**src/logic/svm_pkg.sv**
```systemverilog
// constants of the supply voltage monitor
// How it works
// RULE_01: in run mode either path enable closes divider and activates selected features.
// RULE_02: stop mode opens divider and disables both sensing features regardless of enables.
// RULE_03: stop mode entry or exit never alters the configuration register.
// RULE_04: registers at indexes 0..3, indexes 4 and 5 read all zero.
// RULE_05: unimplemented bits of implemented registers always read zero.
// RULE_06: config bit 6 selects first or second high threshold for high comparator.
// RULE_07: config bits 5:4 select one of four low thresholds.
// RULE_08: config bit 3 closes divider and connects converter channel.
// RULE_09: config bit 2 closes divider and enables level sensing.
// RULE_10: after a path enable change the condition is invalid for settling plus two cycles.
// RULE_11: status register readable anytime, ignores writes, shows comparator results only.
// RULE_12: status bit 1 high while supply at or above selected high threshold.
// RULE_13: status bit 0 high while supply below selected low threshold.
// RULE_14: high irq enable gates high flag onto interrupt request.
// RULE_15: low irq enable gates low flag onto interrupt request.
// RULE_16: config and irq enable registers accept reads and writes at any time.
// RULE_17: a flag sets whenever its condition bit changes either way, stays set.
// RULE_18: flags clear only by writing one; zero has no effect.
// RULE_19: conditions forced to zero while sensing is disabled.
// RULE_20: enabled requests combine into one module interrupt output.
// RULE_21: comparator outputs synchronised before status update or change detection.
package svm_pkg;
  localparam logic [2:0] IDX_CONFIG   = 3'h0;
  localparam logic [2:0] IDX_STATUS   = 3'h1;
  localparam logic [2:0] IDX_IRQ_EN   = 3'h2;
  localparam logic [2:0] IDX_IRQ_FLAG = 3'h3;
  localparam logic [2:0] IDX_RSVD_LO  = 3'h4;
  localparam logic [2:0] IDX_RSVD_HI  = 3'h5;
  localparam int HIGH_SEL_BIT   = 6;
  localparam int LOW_SEL_LSB    = 4;
  localparam int CONV_EN_BIT    = 3;
  localparam int SENSE_EN_BIT   = 2;
  localparam int HIGH_BIT       = 1;
  localparam int LOW_BIT        = 0;
  localparam logic [7:0] CONFIG_MASK = 8'h7c;
  localparam logic [7:0] PAIR_MASK   = 8'h03;
  localparam logic [7:0] CONFIG_RST  = 8'h00;
  localparam logic [7:0] IRQ_EN_RST  = 8'h00;
  localparam logic [1:0] OKAY        = 2'h0;
  localparam logic [1:0] SLVERR      = 2'h2;
  localparam int SETTLE_BUS_CYCLES = 2;
endpackage

```
**src/logic/svm_monitor.sv**
```systemverilog
// register and control logic of the supply voltage monitor
//
// Decided for this implementation: the AXI4-Lite interface to the registers.
`timescale 1ns/1ps
module svm_monitor #(
  parameter int ADDR_W = 5
) (
  input  wire logic              sys_clk,
  input  wire logic              resetn,
  input  wire logic [ADDR_W-1:0] s_axi_awaddr,
  input  wire logic              s_axi_awvalid,
  output logic                   s_axi_awready,
  input  wire logic [31:0]       s_axi_wdata,
  input  wire logic [3:0]        s_axi_wstrb,
  input  wire logic              s_axi_wvalid,
  output logic                   s_axi_wready,
  output logic [1:0]             s_axi_bresp,
  output logic                   s_axi_bvalid,
  input  wire logic              s_axi_bready,
  input  wire logic [ADDR_W-1:0] s_axi_araddr,
  input  wire logic              s_axi_arvalid,
  output logic                   s_axi_arready,
  output logic [31:0]            s_axi_rdata,
  output logic [1:0]             s_axi_rresp,
  output logic                   s_axi_rvalid,
  input  wire logic              s_axi_rready,
  input  wire logic              stop_mode,
  input  wire logic              high_cmp_async,
  input  wire logic              low_cmp_async,
  output logic                   divider_close,
  output logic                   converter_connect,
  output logic                   sense_active,
  output logic                   high_level_select,
  output logic [1:0]             low_level_select,
  output logic                   module_irq
);
  if (ADDR_W < 5 || ADDR_W > 16) begin : g_addr_w_check
    $error("ADDR_W out of range");
  end

  logic [7:0]        config_q;
  logic [7:0]        irq_en_q;
  logic [1:0]        flags_q;
  logic [1:0]        sync1_q;
  logic [1:0]        sync2_q;
  logic [1:0]        cond_q;
  logic              aw_held_q;
  logic              w_held_q;
  logic [ADDR_W-1:0] awaddr_q;
  logic [31:0]       wdata_q;
  logic [3:0]        wstrb_q;
  logic              do_write;
  logic              wr_hit;
  logic [2:0]        wr_idx;
  logic              wr_ok;
  logic [1:0]        cond_d;
  logic [1:0]        clear_bits;

  function automatic logic addr_ok(input logic [ADDR_W-1:0] a);
    addr_ok = (a[1:0] == 2'h0) && (a[ADDR_W-1:2] <= (ADDR_W-2)'(svm_pkg::IDX_RSVD_HI));
  endfunction

  function automatic logic [2:0] addr_idx(input logic [ADDR_W-1:0] a);
    addr_idx = a[4:2];
  endfunction

  // write channel capture, either order
  assign do_write = aw_held_q && w_held_q && !s_axi_bvalid;
  assign wr_idx   = addr_idx(awaddr_q);
  assign wr_ok    = addr_ok(awaddr_q);
  assign wr_hit   = do_write && wr_ok && wstrb_q[0];

  always_ff @(posedge sys_clk or negedge resetn) begin
    if (!resetn) begin
      aw_held_q     <= 1'b0;
      awaddr_q      <= '0;
      s_axi_awready <= 1'b0;
    end else begin
      s_axi_awready <= !aw_held_q && !s_axi_awready;
      if (s_axi_awvalid && s_axi_awready) begin
        aw_held_q     <= 1'b1;
        awaddr_q      <= s_axi_awaddr;
        s_axi_awready <= 1'b0;
      end else if (do_write) begin
        aw_held_q <= 1'b0;
      end
    end
  end

  always_ff @(posedge sys_clk or negedge resetn) begin
    if (!resetn) begin
      w_held_q     <= 1'b0;
      wdata_q      <= '0;
      wstrb_q      <= '0;
      s_axi_wready <= 1'b0;
    end else begin
      s_axi_wready <= !w_held_q && !s_axi_wready;
      if (s_axi_wvalid && s_axi_wready) begin
        w_held_q     <= 1'b1;
        wdata_q      <= s_axi_wdata;
        wstrb_q      <= s_axi_wstrb;
        s_axi_wready <= 1'b0;
      end else if (do_write) begin
        w_held_q <= 1'b0;
      end
    end
  end

  always_ff @(posedge sys_clk or negedge resetn) begin
    if (!resetn) begin
      s_axi_bvalid <= 1'b0;
      s_axi_bresp  <= svm_pkg::OKAY;
    end else if (do_write) begin
      s_axi_bvalid <= 1'b1;
      s_axi_bresp  <= wr_ok ? svm_pkg::OKAY : svm_pkg::SLVERR;
    end else if (s_axi_bready) begin
      s_axi_bvalid <= 1'b0;
    end
  end

  // configuration kept through stop mode
  always_ff @(posedge sys_clk or negedge resetn) begin
    if (!resetn) begin
      config_q <= svm_pkg::CONFIG_RST;
    end else if (wr_hit && wr_idx == svm_pkg::IDX_CONFIG) begin
      config_q <= wdata_q[7:0] & svm_pkg::CONFIG_MASK; // RULE_03 RULE_05 RULE_16
    end
  end

  always_ff @(posedge sys_clk or negedge resetn) begin
    if (!resetn) begin
      irq_en_q <= svm_pkg::IRQ_EN_RST;
    end else if (wr_hit && wr_idx == svm_pkg::IDX_IRQ_EN) begin
      irq_en_q <= wdata_q[7:0] & svm_pkg::PAIR_MASK; // RULE_05 RULE_16
    end
  end

  // analog path controls
  always_ff @(posedge sys_clk or negedge resetn) begin
    if (!resetn) begin
      divider_close     <= 1'b0;
      converter_connect <= 1'b0;
      sense_active      <= 1'b0;
      high_level_select <= 1'b0;
      low_level_select  <= 2'h0;
    end else begin
      divider_close     <= !stop_mode && (config_q[svm_pkg::CONV_EN_BIT] ||
                                          config_q[svm_pkg::SENSE_EN_BIT]); // RULE_01 RULE_02
      converter_connect <= !stop_mode && config_q[svm_pkg::CONV_EN_BIT]; // RULE_08 RULE_02
      sense_active      <= !stop_mode && config_q[svm_pkg::SENSE_EN_BIT]; // RULE_09 RULE_02
      high_level_select <= config_q[svm_pkg::HIGH_SEL_BIT]; // RULE_06
      low_level_select  <= config_q[svm_pkg::LOW_SEL_LSB +: 2]; // RULE_07
    end
  end

  // comparator synchroniser
  always_ff @(posedge sys_clk or negedge resetn) begin
    if (!resetn) begin
      sync1_q <= 2'h0;
      sync2_q <= 2'h0;
    end else begin
      sync1_q <= {high_cmp_async, low_cmp_async}; // RULE_21
      sync2_q <= sync1_q; // RULE_21
    end
  end

  // conditions, forced low when sensing off
  assign cond_d = sense_active ? sync2_q : 2'h0; // RULE_19 RULE_12 RULE_13 RULE_10

  always_ff @(posedge sys_clk or negedge resetn) begin
    if (!resetn) begin
      cond_q <= 2'h0;
    end else begin
      cond_q <= cond_d; // RULE_11
    end
  end

  // flags: set beats clear
  assign clear_bits = (wr_hit && wr_idx == svm_pkg::IDX_IRQ_FLAG) ? wdata_q[1:0] : 2'h0; // RULE_18

  always_ff @(posedge sys_clk or negedge resetn) begin
    if (!resetn) begin
      flags_q <= 2'h0;
    end else begin
      flags_q <= (flags_q & ~clear_bits) | (cond_d ^ cond_q); // RULE_17 RULE_18
    end
  end

  always_ff @(posedge sys_clk or negedge resetn) begin
    if (!resetn) begin
      module_irq <= 1'b0;
    end else begin
      module_irq <= |(flags_q & irq_en_q[1:0]); // RULE_14 RULE_15 RULE_20
    end
  end

  // read channel
  always_ff @(posedge sys_clk or negedge resetn) begin
    if (!resetn) begin
      s_axi_arready <= 1'b0;
      s_axi_rvalid  <= 1'b0;
      s_axi_rdata   <= '0;
      s_axi_rresp   <= svm_pkg::OKAY;
    end else begin
      s_axi_arready <= !s_axi_rvalid && !s_axi_arready;
      if (s_axi_arvalid && s_axi_arready) begin
        s_axi_arready <= 1'b0;
        s_axi_rvalid  <= 1'b1;
        s_axi_rresp   <= addr_ok(s_axi_araddr) ? svm_pkg::OKAY : svm_pkg::SLVERR;
        unique case (addr_idx(s_axi_araddr))
          svm_pkg::IDX_CONFIG:   s_axi_rdata <= {24'h0, config_q}; // RULE_04
          svm_pkg::IDX_STATUS:   s_axi_rdata <= {30'h0, cond_q}; // RULE_11 RULE_05
          svm_pkg::IDX_IRQ_EN:   s_axi_rdata <= {24'h0, irq_en_q}; // RULE_04
          svm_pkg::IDX_IRQ_FLAG: s_axi_rdata <= {30'h0, flags_q}; // RULE_05
          default:               s_axi_rdata <= 32'h0; // RULE_04
        endcase
        if (!addr_ok(s_axi_araddr)) begin
          s_axi_rdata <= 32'h0;
        end
      end else if (s_axi_rvalid && s_axi_rready) begin
        s_axi_rvalid <= 1'b0;
      end
    end
  end

  // checks
  chk_stop_opens: assert property (@(posedge sys_clk) disable iff (!resetn) // RULE_02
    stop_mode |=> !divider_close && !sense_active && !converter_connect)
    else $error("path not opened in stop mode");
  chk_run_closes: assert property (@(posedge sys_clk) disable iff (!resetn) // RULE_01
    (!stop_mode && (config_q[2] || config_q[3])) |=> divider_close)
    else $error("divider not closed in run mode");
  chk_cfg_stable: assert property (@(posedge sys_clk) disable iff (!resetn) // RULE_03
    !(wr_hit && wr_idx == svm_pkg::IDX_CONFIG) |=> $stable(config_q))
    else $error("config changed without a write");
  chk_cond_off: assert property (@(posedge sys_clk) disable iff (!resetn) // RULE_19
    !sense_active |=> cond_q == 2'h0)
    else $error("condition not forced low");
  chk_sync_delay: assert property (@(posedge sys_clk) disable iff (!resetn) // RULE_21
    sense_active && $past(sense_active) |-> cond_q == $past(sync1_q, 2) || !$past(sense_active, 2))
    else $error("condition not two stages behind comparator");
  chk_flag_on_change: assert property (@(posedge sys_clk) disable iff (!resetn) // RULE_17
    $changed(cond_q) |-> flags_q == ($past(flags_q) & ~$past(clear_bits) | (cond_q ^ $past(cond_q))) &&
    ((cond_q ^ $past(cond_q)) & ~flags_q) == 2'h0)
    else $error("flag missed a condition change");
  chk_flag_hold: assert property (@(posedge sys_clk) disable iff (!resetn) // RULE_18
    (clear_bits == 2'h0 && cond_d == cond_q) |=> flags_q == $past(flags_q))
    else $error("flag changed without cause");
  chk_irq_gate: assert property (@(posedge sys_clk) disable iff (!resetn) // RULE_20
    ##1 module_irq == |($past(flags_q) & $past(irq_en_q[1:0])))
    else $error("interrupt output wrong");
  chk_high_mask: assert property (@(posedge sys_clk) disable iff (!resetn) // RULE_14
    (irq_en_q[1] && flags_q[1]) |=> module_irq)
    else $error("high request missing");
  chk_low_mask: assert property (@(posedge sys_clk) disable iff (!resetn) // RULE_15
    (irq_en_q[0] && flags_q[0]) |=> module_irq)
    else $error("low request missing");
  chk_rsvd_zero: assert property (@(posedge sys_clk) disable iff (!resetn) // RULE_05
    config_q[7] == 1'b0 && config_q[1:0] == 2'h0 && irq_en_q[7:2] == 6'h0)
    else $error("reserved bit set");
  chk_read_answer: assert property (@(posedge sys_clk) disable iff (!resetn) // RULE_16
    (s_axi_arvalid && s_axi_arready) |=> s_axi_rvalid)
    else $error("read not answered");

  // analog path outputs
  chk_conv_path: assert property (@(posedge sys_clk) disable iff (!resetn) // RULE_08
    1'b1 |=> converter_connect == (!$past(stop_mode) && $past(config_q[svm_pkg::CONV_EN_BIT])))
    else $error("converter connect wrong");

  chk_sense_path: assert property (@(posedge sys_clk) disable iff (!resetn) // RULE_09
    1'b1 |=> sense_active == (!$past(stop_mode) && $past(config_q[svm_pkg::SENSE_EN_BIT])))
    else $error("sense enable wrong");

  chk_divider_off: assert property (@(posedge sys_clk) disable iff (!resetn) // RULE_01
    (!config_q[svm_pkg::SENSE_EN_BIT] && !config_q[svm_pkg::CONV_EN_BIT]) |=> !divider_close)
    else $error("divider closed with no enable");

  chk_high_select: assert property (@(posedge sys_clk) disable iff (!resetn) // RULE_06
    1'b1 |=> high_level_select == $past(config_q[svm_pkg::HIGH_SEL_BIT]))
    else $error("high level select wrong");

  chk_low_select: assert property (@(posedge sys_clk) disable iff (!resetn) // RULE_07
    1'b1 |=> low_level_select == $past(config_q[svm_pkg::LOW_SEL_LSB +: 2]))
    else $error("low level select wrong");

  // status and synchroniser
  chk_high_status: assert property (@(posedge sys_clk) disable iff (!resetn) // RULE_12
    sense_active |=> cond_q[svm_pkg::HIGH_BIT] == $past(sync2_q[1]))
    else $error("high condition wrong");

  chk_low_status: assert property (@(posedge sys_clk) disable iff (!resetn) // RULE_13
    sense_active |=> cond_q[svm_pkg::LOW_BIT] == $past(sync2_q[0]))
    else $error("low condition wrong");

  chk_sync_first: assert property (@(posedge sys_clk) disable iff (!resetn) // RULE_21
    1'b1 |=> sync2_q == $past(sync1_q))
    else $error("synchroniser stage skipped");

  chk_status_read: assert property (@(posedge sys_clk) disable iff (!resetn) // RULE_11
    (s_axi_arvalid && s_axi_arready && addr_ok(s_axi_araddr) && addr_idx(s_axi_araddr) == svm_pkg::IDX_STATUS)
    |=> s_axi_rdata == {30'h0, $past(cond_q)})
    else $error("status read wrong");

  // flags and interrupt
  chk_flag_high_set: assert property (@(posedge sys_clk) disable iff (!resetn) // RULE_17
    (cond_d[1] != cond_q[1]) |=> flags_q[1])
    else $error("high flag not set");

  chk_flag_low_set: assert property (@(posedge sys_clk) disable iff (!resetn) // RULE_17
    (cond_d[0] != cond_q[0]) |=> flags_q[0])
    else $error("low flag not set");

  chk_flag_sticky: assert property (@(posedge sys_clk) disable iff (!resetn) // RULE_17
    1'b1 |=> (($past(flags_q) & ~$past(clear_bits)) & ~flags_q) == 2'h0)
    else $error("flag dropped without clear");

  chk_flag_clear: assert property (@(posedge sys_clk) disable iff (!resetn) // RULE_18
    1'b1 |=> (flags_q & $past(clear_bits & ~(cond_d ^ cond_q))) == 2'h0)
    else $error("flag not cleared");

  chk_irq_off: assert property (@(posedge sys_clk) disable iff (!resetn) // RULE_20
    ((flags_q & irq_en_q[1:0]) == 2'h0) |=> !module_irq)
    else $error("interrupt without enabled flag");

  // register bus
  chk_cfg_write: assert property (@(posedge sys_clk) disable iff (!resetn) // RULE_16
    (wr_hit && wr_idx == svm_pkg::IDX_CONFIG) |=> config_q == ($past(wdata_q[7:0]) & svm_pkg::CONFIG_MASK))
    else $error("config write lost");

  chk_en_write: assert property (@(posedge sys_clk) disable iff (!resetn) // RULE_16
    (wr_hit && wr_idx == svm_pkg::IDX_IRQ_EN) |=> irq_en_q == ($past(wdata_q[7:0]) & svm_pkg::PAIR_MASK))
    else $error("enable write lost");

  chk_en_stable: assert property (@(posedge sys_clk) disable iff (!resetn) // RULE_16
    !(wr_hit && wr_idx == svm_pkg::IDX_IRQ_EN) |=> $stable(irq_en_q))
    else $error("enable changed without a write");

  chk_write_answer: assert property (@(posedge sys_clk) disable iff (!resetn) // RULE_16
    do_write |=> s_axi_bvalid)
    else $error("write not answered");

  chk_bvalid_hold: assert property (@(posedge sys_clk) disable iff (!resetn) // RULE_16
    (s_axi_bvalid && !s_axi_bready) |=> s_axi_bvalid)
    else $error("write response dropped");

  chk_rvalid_hold: assert property (@(posedge sys_clk) disable iff (!resetn) // RULE_16
    (s_axi_rvalid && !s_axi_rready) |=> s_axi_rvalid && $stable(s_axi_rdata))
    else $error("read response dropped");

  chk_awready_busy: assert property (@(posedge sys_clk) disable iff (!resetn) // RULE_16
    aw_held_q |=> !s_axi_awready)
    else $error("address taken while busy");

  chk_wready_busy: assert property (@(posedge sys_clk) disable iff (!resetn) // RULE_16
    w_held_q |=> !s_axi_wready)
    else $error("data taken while busy");

  chk_arready_busy: assert property (@(posedge sys_clk) disable iff (!resetn) // RULE_16
    s_axi_rvalid |=> !s_axi_arready)
    else $error("read taken while busy");

  chk_bad_write: assert property (@(posedge sys_clk) disable iff (!resetn) // RULE_04
    (do_write && !wr_ok) |=> s_axi_bresp == svm_pkg::SLVERR)
    else $error("unmapped write not refused");

  chk_rsvd_read: assert property (@(posedge sys_clk) disable iff (!resetn) // RULE_04
    (s_axi_arvalid && s_axi_arready && addr_idx(s_axi_araddr) >= svm_pkg::IDX_RSVD_LO) |=> s_axi_rdata == 32'h0)
    else $error("reserved read not zero");

  chk_read_upper: assert property (@(posedge sys_clk) disable iff (!resetn) // RULE_05
    s_axi_rvalid |-> s_axi_rdata[31:8] == 24'h0)
    else $error("upper read bits set");

  cov_flag_high: cover property (@(posedge sys_clk) disable iff (!resetn) $rose(flags_q[1]));
  cov_irq: cover property (@(posedge sys_clk) disable iff (!resetn) $rose(module_irq));
  cov_stop: cover property (@(posedge sys_clk) disable iff (!resetn) $rose(stop_mode) && config_q[2]);
  cov_clear_set: cover property (@(posedge sys_clk) disable iff (!resetn) (clear_bits != 2'h0) && $changed(cond_d));
  cov_flag_low: cover property (@(posedge sys_clk) disable iff (!resetn) $rose(flags_q[0]));
endmodule

```
**config.mk**
```make
export PLATFORM = sky130hd
export DESIGN_NAME = svm_monitor
export DESIGN_NICKNAME = d
export VERILOG_FILES = /design/src/logic/svm_pkg.sv /design/src/logic/svm_monitor.sv
export SDC_FILE = /design/constraint.sdc
export NUM_CORES = 1
export LEC_CHECK = 0
export BUFFER_PORTS_ARGS = -buffer_cell sky130_fd_sc_hd__clkbuf_2
export CAP_MARGIN = 10
export CORE_ASPECT_RATIO = 1.4
export CORE_MARGIN = 5
export CORE_UTILIZATION = 37
export CTS_CLUSTER_DIAMETER = 50
export DETAILED_ROUTE_END_ITERATION = 8
export PLACE_DENSITY = 0.74
export SETUP_SLACK_MARGIN = 0.1
export SLEW_MARGIN = 20
export SYNTH_ARGS = -nofsm -noshare
export SYNTH_HDL_FRONTEND = slang
export SYNTH_SLANG_ARGS = --single-unit
```
**constraint.sdc**
```tcl
create_clock -name sys_clk -period 1.3 [get_ports sys_clk]
set_clock_uncertainty 0.05 [all_clocks]
set_input_delay 0.26 -clock sys_clk [delete_from_list [all_inputs] [get_ports sys_clk]]
set_output_delay 0.26 -clock sys_clk [all_outputs]
set_load 0.1 [all_outputs]
```
Word-level counts from Yosys, hierarchy flattened
Index checks and enable logic that the tools add are counted.
{"block": "word_totals", "inputBits": 56, "out_inout_bits": 48, "register_bits": 78, "word_cells": 90}
{"block": "op_classes", "eq_ne": 5, "mux": 16, "reduce_logical": 37, "bitwise_logic": 5, "magnitude_cmp": 2}
{"cell": "$pmux 7 s4", "count": 1}
{"cell": "$logic_and 1x1->1", "count": 19}
{"cell": "$eq 3x2->1 const B", "count": 4}
{"cell": "$mux 1", "count": 10}
{"cell": "$logic_not 1->1", "count": 8}
{"cell": "$mux 2", "count": 4}
{"cell": "$reduce_bool 2->1", "count": 4}
{"cell": "$mux 7", "count": 1}
{"cell": "$le 3x3->1 const B", "count": 2}
{"cell": "$logic_not 3->1", "count": 2}
{"cell": "$and 2x2->2", "count": 2}
{"cell": "$logic_not 2->1", "count": 2}
{"cell": "$eq 3x1->1 const B", "count": 1}
{"cell": "$not 2->2", "count": 1}
{"cell": "$or 2x2->2", "count": 1}
{"cell": "$reduce_or 2->1", "count": 1}
{"cell": "$xor 2x2->2", "count": 1}
{"cell": "$logic_or 1x1->1", "count": 1}

Longest topological paths before layout
{"block": "logic_depth", "ltp_word": 9, "depth_mapped": 4, "ltp_nobuf": 3}

Least setup slack after synthesis
Ideal clock, no wire load.
{"block": "synth_path", "kind": "register to register", "from": "register s_axi_bvalid", "to": "register config_q[2]", "synth_period_minus_slack_ns": 1.917, "path_buffers": 0, "arrival_ns": 1.742, "required_time_ns": 1.125, "setup_time_ns": 0.125, "path_stages_with_launch": 4, "slack_ns": -0.617, "cell_sequence": "dfrtp_1 > and3b_1 > nand3_1 > mux2_2"}
{"block": "synth_between", "elab_chain_cells": 5}
{"item": "start: declaration", "line_no": "svm_monitor.sv:18", "rtl": "output logic s_axi_bvalid,"}
{"item": "start signal: assignment", "line_no": "svm_monitor.sv:111", "rtl": "s_axi_bvalid <= 1'b0;"}
{"item": "start signal: assignment", "line_no": "svm_monitor.sv:114", "rtl": "s_axi_bvalid <= 1'b1;"}
{"item": "start signal: assignment", "line_no": "svm_monitor.sv:117", "rtl": "s_axi_bvalid <= 1'b0;"}
{"item": "$logic_not 1->1", "line_no": "svm_monitor.sv:68", "rtl": "assign do_write = aw_held_q && w_held_q && !s_axi_bvalid;"}
{"item": "$logic_and 1x1->1", "line_no": "svm_monitor.sv:68"}
{"item": "$logic_and 1x1->1 (2 in series)", "line_no": "svm_monitor.sv:71", "rtl": "assign wr_hit = do_write && wr_ok && wstrb_q[0];"}
{"item": "$logic_and 1x1->1", "line_no": "svm_monitor.sv:125", "rtl": "end else if (wr_hit && wr_idx == svm_pkg::IDX_CONFIG) begin"}
{"item": "end signal: assignment", "line_no": "svm_monitor.sv:124", "rtl": "config_q <= svm_pkg::CONFIG_RST;"}
{"item": "end signal: assignment", "line_no": "svm_monitor.sv:126", "rtl": "config_q <= wdata_q[7:0] & svm_pkg::CONFIG_MASK;"}
{"item": "end: declaration", "line_no": "svm_monitor.sv:41", "rtl": "logic [7:0] config_q;"}
No other way between the ends.
A chain may end at the register's enable or synchronous reset.

Final worst setup path
{"block": "layout_path", "from": "register awaddr_q[1]", "to": "register irq_en_q[1]"}
{"block": "layout_between", "elab_chain_cells": 5}
{"item": "start: declaration", "line_no": "svm_monitor.sv:49", "rtl": "logic [ADDR_W-1:0] awaddr_q;"}
{"item": "start signal: assignment", "line_no": "svm_monitor.sv:82", "rtl": "awaddr_q <= s_axi_awaddr;"}
{"item": "$logic_not 2->1", "line_no": "svm_monitor.sv:60", "rtl": "addr_ok = (a[1:0] == 2'h0) && (a[ADDR_W-1:2] <= (ADDR_W-2)'(svm_pkg::IDX_RSVD_HI));"}
{"item": "$logic_and 1x1->1", "line_no": "svm_monitor.sv:60"}
{"item": "$logic_and 1x1->1 (2 in series)", "line_no": "svm_monitor.sv:71"}
{"item": "$logic_and 1x1->1", "line_no": "svm_monitor.sv:133", "rtl": "end else if (wr_hit && wr_idx == svm_pkg::IDX_IRQ_EN) begin"}
{"item": "end signal: assignment", "line_no": "svm_monitor.sv:132", "rtl": "irq_en_q <= svm_pkg::IRQ_EN_RST;"}
{"item": "end signal: assignment", "line_no": "svm_monitor.sv:134", "rtl": "irq_en_q <= wdata_q[7:0] & svm_pkg::PAIR_MASK;"}
{"item": "end: declaration", "line_no": "svm_monitor.sv:42", "rtl": "logic [7:0] irq_en_q;"}
No other way between the ends.

==> metrics <==
Area Growth Syn to Fin=49.0%; drt total wl=4270 microns; DRT Pass-1 Iters=4; mean area per synthesized cell=13.5 sq um; nets=292; final-report setup violation count=12; sequential share of power=36.0%; Yosys Warn Count=0; CTS tree=done; Die Wd=73.5 microns; clock period minus worst slack=1.44 ns; largest net degree at the start of global routing=52; # DRC=0; commonest cells after routing, fill and taps aside=dfrtp_1 (36), conb_1 (27), clkbuf_2 (27); Internal Power=3970 uW; CP Max Fanout=3; post-layout util=56.7%; fmax=696 MHz; ANT nets after route=0; Starting Density=38.0%; # rows=32; peak supply drop=1.64 mV; setup ws final=-0.137 ns; gr usage total=12.3%; htree depth=2; Worst Path Arrival=1.57 ns; GR Overflow Total=0; synth unique cells=25; required time worst endpoint=1.43 ns; first-pass GRT wire length=6930 microns; fin area=3110 sq um; Period Utilization, post-route=111%; Pleak=0.00153 uW; clk root buf=clkbuf_8; vias per cell=4.45; layout cell share with drive strength beyond 1=54.9%; CP Launch Type=flop; status=complete, but fails checks; synthesized flop and latch total=51; initial antenna violation count=0; Max Cap Violations=0; failing checks=setup timing; final hold violations=0; Seq/Total Area, Yosys=61.2%; vias in the first global route=1,442; Sw Share=42.1%; DR WL/cell=14.0 microns; port bufs=48; hpwl dp=3140 microns; total chip power=6860 uW; combinational power share=51.4%; RSZ-0062 raised after global routing=yes; Storage cell area=1310 sq um; pwr dens=2210 nW/um^2; core area=5490 sq um; Multi-input gate area=830 sq um; buffer depth of the longest clock path=2; cells after synthesis=155; HP Class=in -> reg; Cell Count, Final, Fillers Out=305; CP Capture Type=flop; slack of the worst reg-to-reg path=-0.14 ns; commonest non-fill, non-tap cell in the layout=dfrtp_1; diode count=0; CTS sink cnt=51; num ports=104; placed insts=282; routability cong.=0.686; Net Switching=2890 uW; full die area=7260 sq um; number of DRC markers in iteration 0=27; vias=1,357; Placement Setup Slack=-0.141 ns; Synth Cell Area=2090 sq um; Clk pwr share=12.6%; critical path type=reg -> reg; Skew-Pair Late Insertion Delay=0.30 ns; Clock transition at path regs=0.09 ns; Slew Viols, Final=0; chip height=98.9 microns; number of CTS-inserted buffers=5; layout filler cell count=454; placed cell area=2850 sq um
critical path: stages (launching register included):
cell,delay (ns)
dfrtp_1,0.42
nor4b_4,0.34
nand4b_1,0.19
mux2_2,0.32
sequential cells by signal (all words and copies together), names as in the netlist, 2 cells and up:
name,count
awaddr_q,5
cond_q,2
config_q,5
flags_q,2
irq_en_q,2
low_level_select,2
s_axi_rdata,7
sync1_q,2
sync2_q,2
wdata_q,7
cells in the mapped netlist:
cell,count,area share [%]
dfrtp_1,51,61
buf_4,27,9.7
mux2_2,22,12
a22o_1,10,4.2
nor2_1,8,1.4
nand2_1,5,0.90
nor2b_1,5,1.5
o21ai_0,5,1.2
inv_1,3,0.54
a211o_1,2,0.84
and2_1,2,0.60
xor2_1,2,0.84
a2111oi_0,1,0.42
a211oi_1,1,0.36
and3b_1,1,0.42
and4bb_2,1,0.60
clkbuf_1,1,0.18
conb_1,1,0.18
nand3_1,1,0.24
nand3b_1,1,0.36
nand4_1,1,0.30
nand4b_1,1,0.42
nor4_1,1,0.30
nor4b_4,1,1.1
or2_2,1,0.30
per-layer routing:
layer / wire (microns) / up-vias / track usage (%)
met3: 305 / 6 / 2.86
met4: 87 / 0 / 5.44
li1: - / 645 / -
met2: 2310 / 45 / 20.0
met1: 1570 / 661 / 15.2
met5: 0 / - / 0
per-stage QoR:
step,setup TNS (ns),hold WS [ns]
global route,-2.09,0.00278
detailed placement,-1.06,0.227
CTS,-1.33,0.00200
finish,-1.17,0.0145
global placement,-0.996,0.220
floorplan,-1.84,-0.0856
final timing paths:
check	start	to	cells past startpoint
worst max-delay path	awaddr_q[1]$_DFFE_PN0P_	irq_en_q[1]$_DFFE_PN0P_	3
worst min-delay path	high_cmp_async	sync1_q[1]$_DFF_PN0_	1
worst max register to register	awaddr_q[1]$_DFFE_PN0P_	irq_en_q[1]$_DFFE_PN0P_	3
worst min register to register	sync1_q[1]$_DFF_PN0_	sync2_q[1]$_DFF_PN0_	0
max in group asynchronous	resetn	s_axi_arready$_DFF_PN0_	3
min in group asynchronous	resetn	awaddr_q[1]$_DFFE_PN0P_	3
final cells by class:
type	count	share of cell area, %
inverters	3	0.362
multi-input cells	100	26.7
flip-flops and latches	51	42.0
well taps	68	2.74
repair buffers	75	25.6
clock inverters	3	0.483
clock buffers	5	2.21
what timing repair did:
action / 4_1_cts / 5_1_grt
endpoints found under the hold margin: 51 / 0
cloned: 0 / 1
setup buffers: 7 / 6
pin swaps: 6 / 8
resized for setup: 6 / 8
hold buffers: 1 / 0
endpoints found under the setup margin: 37 / 52
cells by family (layout without fill, tap and decap cells):
family	after synthesis	in the layout	share of synthesized area [%]
xor+xnor	2	2	0.839
other cells	1	27	0.180
flops	51	51	61.2
simple gates	29	30	8.51
compound gates	19	19	7.01
buf+inv	31	86	10.4
mux	22	22	11.9
power by group through the flow:
stage | registers (uW) | logic, uW | clock network (uW)
floorplan | 3430 | 1200 | 0
global route | 2540 | 3700 | 957
finish | 2470 | 3530 | 863
global placement | 2500 | 3130 | 0
detailed placement | 2540 | 3190 | 0
CTS | 2480 | 3390 | 901
No activity file was read; power rests on OpenSTA's default activity.
